## config.mk

```make
export PLATFORM = sky130hd
export DESIGN_NAME = gatc_aux_timer
export DESIGN_NICKNAME = d
export VERILOG_FILES = /design/src/gatc_pkg.sv /design/src/gatc_edge_if.sv /design/src/gatc_aux_timer.sv /design/src/gatc_edge_sync.sv /design/src/gatc_prescaler.sv
export SDC_FILE = /design/constraint.sdc
export NUM_CORES = 1
export LEC_CHECK = 0
export ABC_CLOCK_PERIOD_IN_PS = 5400
export BUFFER_PORTS_ARGS = -buffer_cell sky130_fd_sc_hd__clkbuf_2
export CAP_MARGIN = 20
export CORE_MARGIN = 3
export CORE_UTILIZATION = 51
export CTS_CLUSTER_DIAMETER = 120
export DETAILED_ROUTE_END_ITERATION = 6
export PLACE_DENSITY = 0.77
export SLEW_MARGIN = 20
export SYNTH_ARGS = -nofsm -noshare
export SYNTH_HDL_FRONTEND = slang
export SYNTH_SLANG_ARGS = --single-unit
```

## constraint.sdc

```tcl
create_clock -name I_CORE_CLK -period 5.4 [get_ports I_CORE_CLK]
set_input_delay 1.08 -clock I_CORE_CLK [delete_from_list [all_inputs] [get_ports I_CORE_CLK]]
set_output_delay 1.08 -clock I_CORE_CLK [all_outputs]
set_load 0.02 [all_outputs]
```

## src/gatc_pkg.sv

```systemverilog
package gatc_pkg;

	// ****************************************
	// Register map
	// ****************************************
	localparam int ADDR_W = 8;
	localparam int DATA_W = 32;
	localparam logic [ADDR_W-1:0] CTRL_ADDR = 8'h10;
	localparam logic [ADDR_W-1:0] STATUS_ADDR = 8'h14;
	localparam logic [ADDR_W-1:0] MASK_ADDR = 8'h18;
	localparam logic [ADDR_W-1:0] CONFIG_ADDR = 8'h1C;
	localparam logic [ADDR_W-1:0] COUNT_ADDR = 8'h20;

	// ****************************************
	// Control register fields
	// ****************************************
	localparam int CTRL_W = 16;
	localparam logic [CTRL_W-1:0] CTRL_RESET = 16'h0000;
	localparam int INSEL_LSB = 0;
	localparam int MODE_LSB = 3;
	localparam int RUN_BIT = 6;
	localparam int SWDIR_BIT = 7;
	localparam int EXTDIR_BIT = 8;
	localparam int REMOTE_BIT = 9;
	localparam int CLR_A_BIT = 10;
	localparam int CLR_CORE_BIT = 11;
	localparam int IRQDIS_BIT = 12;
	localparam int EDGE_BIT = 13;
	localparam int DIRCHG_BIT = 14;
	localparam int ROTDIR_BIT = 15;

	// ****************************************
	// Interrupt status, mask and config
	// ****************************************
	localparam int ST_W = 4;
	localparam int ST_EDGE = 0;
	localparam int ST_DIRCHG = 1;
	localparam int ST_CLR_A = 2;
	localparam int ST_CLR_CORE = 3;
	localparam logic [ST_W-1:0] ST_RESET = 4'h0;
	localparam logic [1:0] BPS_RESET = 2'h0;

	// ****************************************
	// Encodings
	// ****************************************
	typedef enum logic [2:0] {
		MODE_TIMER = 3'b000,
		MODE_COUNTER = 3'b001,
		MODE_GATED_LO = 3'b010,
		MODE_GATED_HI = 3'b011,
		MODE_RELOAD = 3'b100,
		MODE_CAPTURE = 3'b101,
		MODE_INC_ROT = 3'b110,
		MODE_INC_EDGE = 3'b111
	} gatc_mode_t;

	localparam logic [1:0] EDGE_RISE = 2'h1;
	localparam logic [1:0] EDGE_FALL = 2'h2;
	localparam logic [1:0] EDGE_ANY = 2'h3;
	localparam logic [2:0] INC_STOP = 3'h0;
	localparam logic [2:0] INC_COUNT_PIN = 3'h1;
	localparam logic [2:0] INC_DIR_PIN = 3'h2;
	localparam logic [2:0] INC_BOTH = 3'h3;

	localparam logic [1:0] BPS_DIV4 = 2'h1;
	localparam logic [1:0] BPS_DIV8 = 2'h0;
	localparam logic [1:0] BPS_DIV16 = 2'h3;
	localparam logic [1:0] BPS_DIV32 = 2'h2;
	localparam int PRESC_W = 12;
	localparam logic [3:0] PRESC_BASE_LOG2 = 4'h2;

	localparam logic [1:0] RESP_OKAY = 2'h0;
	localparam logic [1:0] RESP_SLVERR = 2'h2;

endpackage

```

## src/gatc_edge_if.sv

```systemverilog
interface gatc_edge_if;
	logic level;
	logic rise;
	logic fall;

	modport drv (
		output level,
		output rise,
		output fall
	);
	modport use_side (
		input level,
		input rise,
		input fall
	);
endinterface

```

## src/gatc_aux_timer.sv

```systemverilog
module gatc_aux_timer #(
	parameter int CNT_W = 16
) (
	input wire logic I_CORE_CLK,
	input wire logic I_RESET_N,
	input wire logic [gatc_pkg::ADDR_W-1:0] I_AWADDR,
	input wire logic I_AWVALID,
	output logic O_AWREADY,
	input wire logic [gatc_pkg::DATA_W-1:0] I_WDATA,
	input wire logic [3:0] I_WSTRB,
	input wire logic I_WVALID,
	output logic O_WREADY,
	output logic [1:0] O_BRESP,
	output logic O_BVALID,
	input wire logic I_BREADY,
	input wire logic [gatc_pkg::ADDR_W-1:0] I_ARADDR,
	input wire logic I_ARVALID,
	output logic O_ARREADY,
	output logic [gatc_pkg::DATA_W-1:0] O_RDATA,
	output logic [1:0] O_RRESP,
	output logic O_RVALID,
	input wire logic I_RREADY,
	input wire logic I_AUX_B_COUNT_PIN,
	input wire logic I_AUX_B_DIRECTION_PIN,
	input wire logic I_CORE_RUN_BIT,
	input wire logic I_CORE_TOGGLE_LATCH,
	output logic O_CLEAR_AUX_A,
	output logic O_CLEAR_CORE,
	output logic O_AUX_B_RUN,
	output logic O_AUX_B_COUNT_DOWN,
	output logic O_IRQ
);
	// ****************************************
	// Declarations
	// ****************************************
	localparam int CW = gatc_pkg::CTRL_W;

	logic aw_hold, w_hold, next_aw_hold, next_w_hold;
	logic [gatc_pkg::ADDR_W-1:0] aw_addr, next_aw_addr;
	logic [gatc_pkg::DATA_W-1:0] w_data, next_w_data;
	logic [3:0] w_strb, next_w_strb;
	logic next_awready, next_wready, next_bvalid, next_arready;
	logic next_rvalid;
	logic [1:0] next_bresp, next_rresp;
	logic [gatc_pkg::DATA_W-1:0] next_rdata;
	logic do_write;
	logic [gatc_pkg::ADDR_W-1:0] wr_word;
	logic [gatc_pkg::ADDR_W-1:0] rd_word;
	logic [gatc_pkg::DATA_W-1:0] wr_val;

	logic [CW-2:0] ctrl, next_ctrl;
	logic rot_dir, next_rot_dir;
	logic [gatc_pkg::ST_W-1:0] status, next_status, st_set;
	logic [gatc_pkg::ST_W-1:0] mask, next_mask;
	logic [1:0] bps, next_bps;
	logic [CNT_W-1:0] cnt, next_cnt;
	logic toggle_prev;
	logic next_clear_a, next_clear_core, next_run, next_irq;

	gatc_pkg::gatc_mode_t mode;
	logic [2:0] in_sel;
	logic run, dir, tick, presc_en, incremental;
	logic count_evt, edge_evt, tl_rise, tl_fall;

	gatc_edge_if count_pin ();
	gatc_edge_if dir_pin ();

	// ****************************************
	// Parameter check
	// ****************************************
	if (CNT_W < 2 || CNT_W > gatc_pkg::DATA_W) begin : g_bad_width
		$error("CNT_W must lie between 2 and the bus width");
	end

	// ****************************************
	// Pin synchronisers and prescaler
	// ****************************************
	gatc_edge_sync u_count_sync (
		.i_clk(I_CORE_CLK),
		.i_reset_n(I_RESET_N),
		.i_pin(I_AUX_B_COUNT_PIN),
		.o_edge(count_pin)
	);

	gatc_edge_sync u_dir_sync (
		.i_clk(I_CORE_CLK),
		.i_reset_n(I_RESET_N),
		.i_pin(I_AUX_B_DIRECTION_PIN),
		.o_edge(dir_pin)
	);

	gatc_prescaler u_presc (
		.i_clk(I_CORE_CLK),
		.i_reset_n(I_RESET_N),
		.i_enable(presc_en),
		.i_bps(bps),
		.i_sel(in_sel),
		.o_tick(tick)
	);

	// Byte-lane merge for partial writes
	function automatic logic [gatc_pkg::DATA_W-1:0] merge(
		input logic [gatc_pkg::DATA_W-1:0] old_v,
		input logic [gatc_pkg::DATA_W-1:0] new_v,
		input logic [3:0] strb
	);
		logic [gatc_pkg::DATA_W-1:0] res;
		res = old_v;
		for (int b = 0; b < 4; b++) begin
			if (strb[b]) begin
				res[b*8 +: 8] = new_v[b*8 +: 8];
			end
		end
		return res;
	endfunction

	// Edge code decode shared by counter and capture modes
	function automatic logic pick(
		input logic [1:0] code,
		input logic rise,
		input logic fall
	);
		case (code)
			gatc_pkg::EDGE_RISE: pick = rise;
			gatc_pkg::EDGE_FALL: pick = fall;
			gatc_pkg::EDGE_ANY: pick = rise | fall;
			default: pick = 1'b0;
		endcase
	endfunction

	// ****************************************
	// Event selection
	// ****************************************
	always_comb begin
		mode = gatc_pkg::gatc_mode_t'(ctrl[gatc_pkg::MODE_LSB +: 3]);
		in_sel = ctrl[gatc_pkg::INSEL_LSB +: 3];
		if (ctrl[gatc_pkg::REMOTE_BIT]) begin
			run = I_CORE_RUN_BIT;
		end else begin
			run = ctrl[gatc_pkg::RUN_BIT];
		end
		if (ctrl[gatc_pkg::EXTDIR_BIT]) begin
			dir = dir_pin.level ^ ctrl[gatc_pkg::SWDIR_BIT];
		end else begin
			dir = ctrl[gatc_pkg::SWDIR_BIT];
		end
		tl_rise = I_CORE_TOGGLE_LATCH & ~toggle_prev;
		tl_fall = ~I_CORE_TOGGLE_LATCH & toggle_prev;
		presc_en = 1'b0;
		count_evt = 1'b0;
		edge_evt = 1'b0;
		incremental = 1'b0;
		case (mode)
			gatc_pkg::MODE_TIMER: begin
				presc_en = run;
				count_evt = tick;
			end
			gatc_pkg::MODE_GATED_LO: begin
				presc_en = run;
				count_evt = tick & ~count_pin.level;
			end
			gatc_pkg::MODE_GATED_HI: begin
				presc_en = run;
				count_evt = tick & count_pin.level;
			end
			gatc_pkg::MODE_COUNTER, gatc_pkg::MODE_RELOAD: begin
				// X00 decodes to no edge, so counting stops
				if (in_sel[2]) begin
					edge_evt = pick(in_sel[1:0], tl_rise, tl_fall);
				end else begin
					edge_evt = pick(in_sel[1:0], count_pin.rise,
						count_pin.fall);
				end
				count_evt = edge_evt;
			end
			gatc_pkg::MODE_CAPTURE: begin
				// Capture transfer itself lives in the core block
				if (!in_sel[2]) begin
					edge_evt = pick(in_sel[1:0], count_pin.rise,
						count_pin.fall);
				end
			end
			gatc_pkg::MODE_INC_ROT, gatc_pkg::MODE_INC_EDGE: begin
				incremental = 1'b1;
				case (in_sel)
					gatc_pkg::INC_COUNT_PIN:
						edge_evt = count_pin.rise | count_pin.fall;
					gatc_pkg::INC_DIR_PIN:
						edge_evt = dir_pin.rise | dir_pin.fall;
					gatc_pkg::INC_BOTH:
						edge_evt = count_pin.rise | count_pin.fall |
							dir_pin.rise | dir_pin.fall;
					default: edge_evt = 1'b0;
				endcase
				count_evt = edge_evt;
			end
			default: begin
				count_evt = 1'b0;
			end
		endcase
		count_evt = count_evt & run;
		edge_evt = edge_evt & run;
	end

	// ****************************************
	// AXI4-Lite handshake
	// ****************************************
	always_comb begin
		next_aw_hold = aw_hold;
		next_aw_addr = aw_addr;
		next_w_hold = w_hold;
		next_w_data = w_data;
		next_w_strb = w_strb;
		next_bvalid = O_BVALID;
		next_bresp = O_BRESP;
		next_rvalid = O_RVALID;
		next_rresp = O_RRESP;
		next_rdata = O_RDATA;
		wr_word = {aw_addr[gatc_pkg::ADDR_W-1:2], 2'b00};
		rd_word = {I_ARADDR[gatc_pkg::ADDR_W-1:2], 2'b00};
		if (I_AWVALID && O_AWREADY) begin
			next_aw_hold = 1'b1;
			next_aw_addr = I_AWADDR;
		end
		if (I_WVALID && O_WREADY) begin
			next_w_hold = 1'b1;
			next_w_data = I_WDATA;
			next_w_strb = I_WSTRB;
		end
		do_write = aw_hold && w_hold && !O_BVALID;
		if (do_write) begin
			next_aw_hold = 1'b0;
			next_w_hold = 1'b0;
			next_bvalid = 1'b1;
			case (wr_word)
				gatc_pkg::CTRL_ADDR, gatc_pkg::STATUS_ADDR,
				gatc_pkg::MASK_ADDR, gatc_pkg::CONFIG_ADDR,
				gatc_pkg::COUNT_ADDR: next_bresp = gatc_pkg::RESP_OKAY;
				default: next_bresp = gatc_pkg::RESP_SLVERR;
			endcase
		end else if (O_BVALID && I_BREADY) begin
			next_bvalid = 1'b0;
		end
		next_awready = !next_aw_hold && !next_bvalid;
		next_wready = !next_w_hold && !next_bvalid;
		if (I_ARVALID && O_ARREADY) begin
			next_rvalid = 1'b1;
			next_rresp = gatc_pkg::RESP_OKAY;
			case (rd_word)
				gatc_pkg::CTRL_ADDR:
					next_rdata = gatc_pkg::DATA_W'({rot_dir, ctrl});
				gatc_pkg::STATUS_ADDR:
					next_rdata = gatc_pkg::DATA_W'(status);
				gatc_pkg::MASK_ADDR:
					next_rdata = gatc_pkg::DATA_W'(mask);
				gatc_pkg::CONFIG_ADDR:
					next_rdata = gatc_pkg::DATA_W'(bps);
				gatc_pkg::COUNT_ADDR:
					next_rdata = gatc_pkg::DATA_W'(cnt);
				default: begin
					next_rdata = '0;
					next_rresp = gatc_pkg::RESP_SLVERR;
				end
			endcase
		end else if (O_RVALID && I_RREADY) begin
			next_rvalid = 1'b0;
		end
		next_arready = !next_rvalid;
	end

	// ****************************************
	// Registers, flags and counter
	// ****************************************
	always_comb begin
		next_ctrl = ctrl;
		next_status = status;
		next_mask = mask;
		next_bps = bps;
		next_cnt = cnt;
		wr_val = '0;
		if (do_write) begin
			case (wr_word)
				gatc_pkg::CTRL_ADDR: begin
					wr_val = merge(gatc_pkg::DATA_W'(ctrl), w_data, w_strb);
					next_ctrl = wr_val[CW-2:0];
				end
				gatc_pkg::STATUS_ADDR: begin
					wr_val = merge('0, w_data, w_strb);
					next_status = status & ~wr_val[gatc_pkg::ST_W-1:0];
				end
				gatc_pkg::MASK_ADDR: begin
					wr_val = merge(gatc_pkg::DATA_W'(mask), w_data, w_strb);
					next_mask = wr_val[gatc_pkg::ST_W-1:0];
				end
				gatc_pkg::CONFIG_ADDR: begin
					wr_val = merge(gatc_pkg::DATA_W'(bps), w_data, w_strb);
					next_bps = wr_val[1:0];
				end
				gatc_pkg::COUNT_ADDR: begin
					wr_val = merge(gatc_pkg::DATA_W'(cnt), w_data, w_strb);
					next_cnt = wr_val[CNT_W-1:0];
				end
				default: begin
					wr_val = '0;
				end
			endcase
		end
		// Software write to the count wins over a same-cycle step
		if (!(do_write && wr_word == gatc_pkg::COUNT_ADDR) && count_evt) begin
			if (dir) begin
				next_cnt = cnt - 1'b1;
			end else begin
				next_cnt = cnt + 1'b1;
			end
		end
		// Hardware set beats a same-cycle software clear
		if (edge_evt) begin
			next_ctrl[gatc_pkg::EDGE_BIT] = 1'b1;
		end
		if (dir != rot_dir) begin
			next_ctrl[gatc_pkg::DIRCHG_BIT] = 1'b1;
		end
		next_rot_dir = dir;
		st_set = '0;
		if (!(incremental && ctrl[gatc_pkg::IRQDIS_BIT])) begin
			st_set[gatc_pkg::ST_EDGE] = edge_evt;
			st_set[gatc_pkg::ST_DIRCHG] = dir != rot_dir;
		end
		next_clear_a = ctrl[gatc_pkg::CLR_A_BIT] & dir_pin.fall;
		next_clear_core = ctrl[gatc_pkg::CLR_CORE_BIT] &
			count_pin.fall;
		st_set[gatc_pkg::ST_CLR_A] = next_clear_a;
		st_set[gatc_pkg::ST_CLR_CORE] = next_clear_core;
		next_status = next_status | st_set;
		next_run = run;
		next_irq = |(status & mask);
	end

	always_ff @(posedge I_CORE_CLK) begin
		if (!I_RESET_N) begin
			aw_hold <= 1'b0;
			aw_addr <= '0;
			w_hold <= 1'b0;
			w_data <= '0;
			w_strb <= '0;
			O_AWREADY <= 1'b0;
			O_WREADY <= 1'b0;
			O_BVALID <= 1'b0;
			O_BRESP <= gatc_pkg::RESP_OKAY;
			O_ARREADY <= 1'b0;
			O_RVALID <= 1'b0;
			O_RRESP <= gatc_pkg::RESP_OKAY;
			O_RDATA <= '0;
			ctrl <= gatc_pkg::CTRL_RESET[CW-2:0];
			rot_dir <= gatc_pkg::CTRL_RESET[gatc_pkg::ROTDIR_BIT];
			status <= gatc_pkg::ST_RESET;
			mask <= gatc_pkg::ST_RESET;
			bps <= gatc_pkg::BPS_RESET;
			cnt <= '0;
			toggle_prev <= 1'b0;
			O_CLEAR_AUX_A <= 1'b0;
			O_CLEAR_CORE <= 1'b0;
			O_AUX_B_RUN <= 1'b0;
			O_AUX_B_COUNT_DOWN <= 1'b0;
			O_IRQ <= 1'b0;
		end else begin
			aw_hold <= next_aw_hold;
			aw_addr <= next_aw_addr;
			w_hold <= next_w_hold;
			w_data <= next_w_data;
			w_strb <= next_w_strb;
			O_AWREADY <= next_awready;
			O_WREADY <= next_wready;
			O_BVALID <= next_bvalid;
			O_BRESP <= next_bresp;
			O_ARREADY <= next_arready;
			O_RVALID <= next_rvalid;
			O_RRESP <= next_rresp;
			O_RDATA <= next_rdata;
			ctrl <= next_ctrl;
			rot_dir <= next_rot_dir;
			status <= next_status;
			mask <= next_mask;
			bps <= next_bps;
			cnt <= next_cnt;
			toggle_prev <= I_CORE_TOGGLE_LATCH;
			O_CLEAR_AUX_A <= next_clear_a;
			O_CLEAR_CORE <= next_clear_core;
			O_AUX_B_RUN <= next_run;
			O_AUX_B_COUNT_DOWN <= next_rot_dir;
			O_IRQ <= next_irq;
		end
	end

endmodule

```

## src/gatc_edge_sync.sv

```systemverilog
module gatc_edge_sync (
	input wire logic i_clk,
	input wire logic i_reset_n,
	input wire logic i_pin,
	gatc_edge_if.drv o_edge
);
	logic sync_a;
	logic sync_b;
	logic prev;
	logic next_sync_a;
	logic next_sync_b;
	logic next_prev;

	// Only sync_b reads sync_a; edges come from later stages
	always_comb begin
		next_sync_a = i_pin;
		next_sync_b = sync_a;
		next_prev = sync_b;
	end

	always_ff @(posedge i_clk) begin
		if (!i_reset_n) begin
			sync_a <= 1'b0;
			sync_b <= 1'b0;
			prev <= 1'b0;
		end else begin
			sync_a <= next_sync_a;
			sync_b <= next_sync_b;
			prev <= next_prev;
		end
	end

	assign o_edge.level = sync_b;
	assign o_edge.rise = sync_b & ~prev;
	assign o_edge.fall = ~sync_b & prev;
endmodule

```

## src/gatc_prescaler.sv

```systemverilog
module gatc_prescaler (
	input wire logic i_clk,
	input wire logic i_reset_n,
	input wire logic i_enable,
	input wire logic [1:0] i_bps,
	input wire logic [2:0] i_sel,
	output logic o_tick
);
	logic [gatc_pkg::PRESC_W-1:0] cnt;
	logic [gatc_pkg::PRESC_W-1:0] next_cnt;
	logic [gatc_pkg::PRESC_W-1:0] terminal;
	logic [3:0] base_log2;
	logic [3:0] shift;

	// Non-linear common prescaler, then doubling per select step
	always_comb begin
		case (i_bps)
			gatc_pkg::BPS_DIV4: base_log2 = 4'h0;
			gatc_pkg::BPS_DIV8: base_log2 = 4'h1;
			gatc_pkg::BPS_DIV16: base_log2 = 4'h2;
			gatc_pkg::BPS_DIV32: base_log2 = 4'h3;
			default: base_log2 = 4'h0;
		endcase
		shift = base_log2 + i_sel + gatc_pkg::PRESC_BASE_LOG2;
		terminal = gatc_pkg::PRESC_W'((13'h0001 << shift) - 13'h0001);
		if (!i_enable || cnt >= terminal) begin
			next_cnt = '0;
		end else begin
			next_cnt = cnt + 1'b1;
		end
	end

	always_ff @(posedge i_clk) begin
		if (!i_reset_n) begin
			cnt <= '0;
		end else begin
			cnt <= next_cnt;
		end
	end

	assign o_tick = i_enable && (cnt >= terminal);
endmodule

```

==> impl_results.md, run 1 <==
* Status: complete, no violations
* Commonest non-fill, non-tap cell in the layout: dfxtp_1
* Port Buffers at 68
* Main area contributors after synthesis: dfxtp_1, ha_1, a21oi_1, nand2_1, nor2_1
* Sequential share of power at a little over two fifths
* Die Wd at around 120 µm
* FF-to-FF setup slack at 0.59 ns
* VDD IR-drop max at 0.153 mV
* GRT Overall Usage at between 20% and 30%
* Int Pwr at 1.58 mW
* RSZ-0062 raised after global routing: no
* Mean Syn Cell Area at 8.21 µm²
* Psw at ~500 µW
* Crit share post-route at 89.1%
* Die ar. at 13500 µm²
* Post-CTS Setup Inserts at 0
* Pre-Repair DR Iteration Count at 5
* Gate Count Post-Synth at 756
* Required time of the critical path at 5.74 ns
* H-tree depth at 4
* Synth unique cells at 67
* Yosys warning count at 0
* Worst setup path class: reg2reg
* Max-slew violation count at 0
* Antenna Cells at 0
* WHS Path Cells at 1
* First-pass GRT wire length at 25700 µm
* Clock skew at 0.00976 ns
* Core ar. at 11700 µm²
* Residual DRC count at 0
* CP Capture Point: u_presc.cnt[10]
* Slew Limit Headroom at 27.7%
* Synthesized area at 6200 µm²
* Worst reg2reg path endpoint: u_presc.cnt[10]
* Via/cell ratio at 5.78
* Worst-Skew Late Latency at 0.42 ns
* Power Dens Cells at just under 300 nW/µm²
* Endpoints failing setup at 0
* Combinational fraction of design power at 4.3%
* Layout cells sized above 1 at 15.7%
* Hold/Removal Path Class: reg2reg
* Fmax achieved at about 0.21 GHz
* Crit path launch: ctrl[1]
* Reg2reg path depth at 18
* Max-cap violations at 0
* Clock transition at path regs at about 0.060 ns
* Final Hold Vio Count at 0
* Via Count at 5590
* Synthesized flop and latch total at 114
* Crit-path cells: inv_1, ha_1, nor2_1, fa_1, nor2_1, nand2_1, ha_1, mux2_2, a22oi_1, o22ai_1, a22oi_1, ha_1, nand2_1, o21ai_0, a21oi_1, o21bai_1, or4b_2, nor2_1
* Iter 0 DRT Violations at 394
* Fill cell count at 962
* Top-area cell type share of the netlist area at between 30 and 40%
* Sum Neg Setup Slack at 0 ns
* Leading area contributor after synthesis: dfxtp_1
* FFs w/ async S/R, synth at 0%
* Number of flops mapped to enable cells by yosys at 0
* Sw Share at 23.9%
* Root buffer cell: clkbuf_16
* Crit end category: flip-flop
* # hold bufs at CTS at 0
* Initial Util at approximately 53%
* Final WL at ~16000 µm
* Slowest CP cell: or4b_2
* Post-CTS Resized at 0
* Worst-Margin Slew at 1.08 ns
* Post-DR wirelength/cell at 16.1 µm
* Reg-to-Reg Start: ctrl[1]
* Number of global-route vias before repair at 5337
* Grt ovf at 0
* DRT antenna net count at 0
* Minimum clock period at 4.81 ns
* Pwr Total at 2.08 mW
* Dpl hpwl at 11100 µm
* Clk network pwr share at 53.6%
* CP Max Fanout at 12
* CTS Buf Count at 17
* Die Y at 116 µm
* CTS sink count at 114
* Nets at 910
* CP arrival at between 5 and 6 ns
* Leakage at 2.94 nW
* Number of placement rows at 39
* Largest net degree at the start of global routing at 81
* CTS Buffer Depth at 2
* Antenna violations before repair at 0
* Crit-path max cell delay at 0.81 ns
* Synth Flop Type: dfxtp_1
* CTS tree: yes
* GPL Wtd Cong at 0.903
* Commonest cells after routing, fill and taps aside: dfxtp_1, nand2_1, nor2_1, a21oi_1, clkbuf_2
* Area grow syn2layout at 15.2%
* Num ports at 109
* CP startpoint kind: flip-flop
* Post-synthesis sequential area ratio at 36.8%
## power groups by stage
stage | registers, mW | logic [mW] | clock network, mW
finish | 0.873 | 0.0904 | 1.11
global route | 0.875 | 0.101 | 1.17
CTS | 0.873 | 0.0901 | 1.12
detailed placement | 0.891 | 0.0895 | 0
global placement | 0.890 | 0.0865 | 0
floorplan | 0.888 | 0.0687 | 0
## metal layers
metal	global-route usage (%)	share of wire, %	vias up	wire length (µm)
met3	5.80	8.9	32	1390
met5	0	0	-	0
met2	37.0	44	257	6920
met1	32.4	45	2557	6970
met4	9.36	2.0	0	311
li1	-	-	2744	-
## worst max-delay path: cells and delay by family, from the launching register on
kind                     cells  cell delay, ns
AND/OR/NAND/NOR              6            1.56
adder cells (fa/ha/maj)      4            1.34
AO/OA/AOI/OAI                6            0.98
flip-flops                   1            0.48
multiplexers                 1            0.28
buffers and inverters        1            0.10
## worst min-delay path by stage
stage	end	slack [ns]	start
floorplan	u_count_sync.o_edge.level	0.41	u_count_sync.next_sync_b
global route	u_dir_sync.o_edge.level	0.47	u_dir_sync.next_sync_b
CTS	u_dir_sync.o_edge.level	0.45	u_dir_sync.next_sync_b
detailed placement	u_count_sync.o_edge.level	0.44	u_count_sync.next_sync_b
global placement	u_count_sync.o_edge.level	0.43	u_count_sync.next_sync_b
finish	u_dir_sync.o_edge.level	0.44	u_dir_sync.next_sync_b
## cell type report
| class | count | area, µm² | share of cell area (%) |
|---|---|---|---|
| multi-input cells | 581 | 3600 | 50.3 |
| flip-flops and latches | 114 | 2280 | 31.9 |
| repair buffers | 78 | 428 | 5.99 |
| inverters | 20 | 75.1 | 1.05 |
| well taps | 143 | 179 | 2.50 |
| clock inverters | 13 | 150 | 2.10 |
| clock buffers | 18 | 439 | 6.14 |
## metrics by stage
stage / setup slack (ns) / std cells / hold slack, ns / utilization, % / instance area, µm²
3_5_place_dp: 0.788 / 936 / 0.438 / 56.2 / 6560
3_3_place_gp: 0.856 / 936 / 0.426 / 56.2 / 6560
5_1_grt: 0.178 / 967 / 0.469 / 61.3 / 7150
4_1_cts: 0.624 / 967 / 0.450 / 61.3 / 7150
6_report: 0.589 / 967 / 0.442 / 61.3 / 7150
2_1_floorplan: 0.381 / 773 / 0.412 / - / 6270
## cell families (layout without fill, tap and decap cells)
kind of cell,count (synthesis),count (layout),synth area share (%)
adders and majority gates,36,36,7.46
xor gates and xnor gates,29,29,4.09
other,1,18,0.0605
AOI/OAI and AO/OA,179,179,19.4
and+or+nand+nor,291,291,21.3
DFF,114,114,36.8
buffers and inverters,78,129,6.33
muxes,28,28,4.56
## registers in the layout, indices dropped and copies added, names as in the netlist, 2 cells and up
signal	count
O_RDATA	16
cnt	16
w_data	16
ctrl	15
u_presc.cnt	12
aw_addr	6
mask	4
status	4
bps	2
w_strb	2
## synthesized netlist by cell type (7+ instances only)
master and number:
dfxtp_1 114, nand2_1 96, nor2_1 95, a21oi_1 74
ha_1 33, nand3_1 33, clkbuf_1 30, mux2i_1 26
o21ai_0 20, buf_4 19, inv_1 19, a22oi_1 17
xnor2_1 15, xor2_1 14, and3_1 12, nor3_1 12
and2_1 8, nor2b_1 8, a2bb2oi_1 7, a31oi_1 7
(Power assumes the default switching activity.)
==> inputs of run 2 (changes only) <==
--- a/config.mk
+++ b/config.mk
@@ -5,14 +5,17 @@
 export SDC_FILE = /design/constraint.sdc
 export NUM_CORES = 1
 export LEC_CHECK = 0
+export ABC_AREA = 1
 export ABC_CLOCK_PERIOD_IN_PS = 5400
 export BUFFER_PORTS_ARGS = -buffer_cell sky130_fd_sc_hd__clkbuf_2
 export CAP_MARGIN = 20
+export CORE_ASPECT_RATIO = 1.2
 export CORE_MARGIN = 3
 export CORE_UTILIZATION = 51
 export CTS_CLUSTER_DIAMETER = 120
 export DETAILED_ROUTE_END_ITERATION = 6
-export PLACE_DENSITY = 0.77
+export MAX_ROUTING_LAYER = met4
+export PLACE_DENSITY = 0.76
 export SLEW_MARGIN = 20
 export SYNTH_ARGS = -nofsm -noshare
 export SYNTH_HDL_FRONTEND = slang
==> impl_results.md, run 2 <==
* Nets at 1102 (+21%)
* Power Dens Cells at 276 nW/µm² (-4.9%)
* Most frequent cell after synthesis: nand2_1
* Dpl hpwl at 11800 µm (+6.2%)
* CTS Buffer Depth at 2 (unchanged)
* Antenna violations before repair at 0 (unchanged)
* Crit end category: flip-flop
* CTS Buf Count at 17 (unchanged)
* Endpoints failing setup at 0 (unchanged)
* VDD IR-drop max at 0.179 mV (+16%)
* Initial Util at 52.6% (-0.61 points)
* FF-to-FF setup slack at 1.09 ns (+0.50 ns)
* Met3 WL at 989 µm (-29%)
* Number of flops mapped to enable cells by yosys at 0 (unchanged)
* DRT antenna net count at 0 (unchanged)
* Post-route cell area at 7330 µm² (+2.6%)
* Port Buffers at 68 (unchanged)
* Post-CTS Setup Inserts at 0 (unchanged)
* H-tree depth at 4 (unchanged)
* Die Wd at 108 µm (-6.7%)
* Wire length on met1 at 6920 µm (-0.70%)
* Dpl cell area at 6780 µm² (+3.4%)
* Post-CTS Resized at 0 (unchanged)
* Area grow syn2layout at 14.1%
* Synth Flop Type: dfxtp_1
* Grt ovf at 0 (unchanged)
* Number of global-route vias before repair at 5677 (+6.4%)
* Via Count at 6059 (+8.4%)
* Worst-Margin Slew at 0.935 ns (-0.141 ns)
* Minimum clock period at 4.31 ns (-0.498 ns)
* Worst setup path class: reg2reg
* Main area contributors after synthesis: dfxtp_1, nand2_1, inv_1, a21oi_1, ha_1
* Slew Limit Headroom at 37.7% (+9.9 points)
* Core ar. at 12200 µm² (+4.8%)
* FFs w/ async S/R, synth at 0% (unchanged)
* Root buffer cell: clkbuf_16
* Via/cell ratio at 5.14 (-11%)
* CTS sink count at 114 (unchanged)
* Top-area cell type share of the netlist area at 35.5% (-1.3 points)
* CP Max Fanout at 25 (+13)
* Top sig layer: met4
* Required time of the critical path at 5.71 ns (-0.03 ns)
* Hold/Removal Path Class: reg2reg
* Num ports at 109 (unchanged)
* Mean Syn Cell Area at 6.81 µm² (-17%)
* Synth unique cells at 44 (-34%)
* Post-DR wirelength/cell at 13.5 µm (-16%)
* Die Y at 129 µm (+11%)
* Iter 0 DRT Violations at 421 (+6.9%)
* Fmax achieved at 0.232 GHz (+12%)
* CP arrival at 4.63 ns (-0.53 ns)
* Synthesized flop and latch total at 114 (unchanged)
* Leading registers by flop count: O_RDATA x16, cnt x16, w_data x16
* Layout Cells excl Fill at 1178 (+22%)
* Place WS at 1.12 ns (+0.334 ns)
* Crit share post-route at 79.9% (-9.2 points)
* Gate Count Post-Synth at 943 (+25%)
* Clock transition at path regs at 0.06 ns (about the same)
* Die ar. at 14000 µm² (+3.4%)
* Max-cap violations at 0 (unchanged)
* Residual DRC count at 0 (unchanged)
* Commonest cells after routing, fill and taps aside: nand2_1, inv_1, dfxtp_1, a21oi_1, nor2_1
* Layout cells sized above 1 at 12.6% (-3.1 points)
* Post-synth top cells: nand2_1, inv_1, dfxtp_1
* GRT Overall Usage at 24.1% (+0.14 points)
* # hold bufs at CTS at 0 (unchanged)
* CP startpoint kind: flip-flop
* Leading area contributor after synthesis: dfxtp_1
* Final WL at 15900 µm (+1.8%)
* First-pass GRT wire length at 26100 µm (+1.3%)
* GPL Wtd Cong at 0.953 (+5.5%)
* Worst-Skew Late Latency at 0.42 ns (about the same)
* Post-synthesis sequential area ratio at 35.5% (-1.3 points)
* Yosys warning count at 0 (unchanged)
* Leakage at 3.41 nW (+16%)
* Sum Neg Setup Slack at 0 ns (unchanged)
* Final Hold Vio Count at 0 (unchanged)
* Clock skew at 0.0109 ns (+0.00117 ns)
* Status: complete, no violations
* Max-slew violation count at 0 (unchanged)
* Pre-Repair DR Iteration Count at 5 (unchanged)
* Setup ws final at 1.09 ns (+0.498 ns)
* Routed wire length on met2 at 7610 µm (+9.8%)
* Placed insts at 1146 (+22%)
* CTS tree: yes
* Largest net degree at the start of global routing at 54 (-33%)
* Antenna Cells at 0 (unchanged)
* Commonest non-fill, non-tap cell in the layout: nand2_1
* RSZ-0062 raised after global routing: no
* Synthesized area at 6430 µm² (+3.6%)
* Number of placement rows at 44 (+13%)
-- run 2: cell types whose count changed after synthesis, moves of 12 or more --
cell,delta
nand2_1,+142
a22oi_1,-15
inv_1,+106
mux2i_1,-26
clkbuf_1,-12
a21oi_1,+13
nand3_1,+19
o21ai_0,+43
-- run 2: power breakdown --
part           internal [mW]  total, mW  leakage, nW  switching [mW]
registers              0.863      0.880        0.925          0.0172
logic                 0.0316      0.107         2.21          0.0759
clock network          0.616       1.04        0.271           0.423
-- run 2: worst max-delay path: stages (launching register included) --
cell and delay, ns:
dfxtp_1 0.39, inv_1 0.13, ha_1 0.36, nor2_1 0.08, fa_1 0.61, inv_1 0.11, nand3_1 0.10, ha_1 0.18
nand2_1 0.09, nor2_2 0.17, nand3_1 0.12, nor2_1 0.13, xor2_1 0.09, ha_1 0.27, nand2_1 0.06, nor2_1 0.15
nand2_1 0.06, nor2_1 0.09, nand2_1 0.06, nand2_1 0.08, nand2_1 0.05, nand2_1 0.15, nand2_4 0.20, inv_1 0.27
nand2_1 0.09, nand2_1 0.06, nor2_1 0.04
-- run 2: layout make-up --
cell class	count	area, µm²
clock buffers	19	453
inverters	131	492
multi-input cells	669	3440
clock inverters	13	100
well taps	161	201
repair buffers	71	363
flip-flops and latches	114	2280
fillers	1193	4890
-- run 2: per-layer routing --
| layer | track usage [%] | up-vias |
|---|---|---|
| met5 | - | - |
| met4 | 8.99 | 0 |
| met3 | 5.12 | 35 |
| met2 | 39.7 | 193 |
| met1 | 28.8 | 2707 |
| li1 | - | 3124 |
-- run 2: path summary, 6_finish.rpt --
kind,start,endpoint,depth (start not counted)
worst max-delay path,ctrl[1],cnt[10],26
worst min-delay path,u_dir_sync.next_sync_b,u_dir_sync.o_edge.level,2
worst max register to register,ctrl[1],cnt[10],26
worst min register to register,u_dir_sync.next_sync_b,u_dir_sync.o_edge.level,2
-- run 2: per-stage QoR --
step | utilization, % | hold WS [ns] | total power [mW]
finish | 60.0 | 0.414 | 2.03
global route | 60.0 | 0.427 | 2.09
CTS | 60.0 | 0.410 | 2.04
detailed placement | 55.5 | 0.398 | 1.00
global placement | 55.5 | 0.398 | 1.00
floorplan | - | 0.390 | 0.976
-- run 2: kinds of logic (layout without fill, tap and decap cells) --
group / count (synthesis) / after routing / synth area share [%]
AOI/OAI and AO/OA: 175 / 175 / 14.5
buffers and inverters: 177 / 234 / 11.9
xor gates and xnor gates: 20 / 20 / 2.73
adders and majority gates: 35 / 35 / 7.05
and+or+nand+nor: 421 / 421 / 28.2
other: 1 / 18 / 0.0584
DFF: 114 / 114 / 35.5
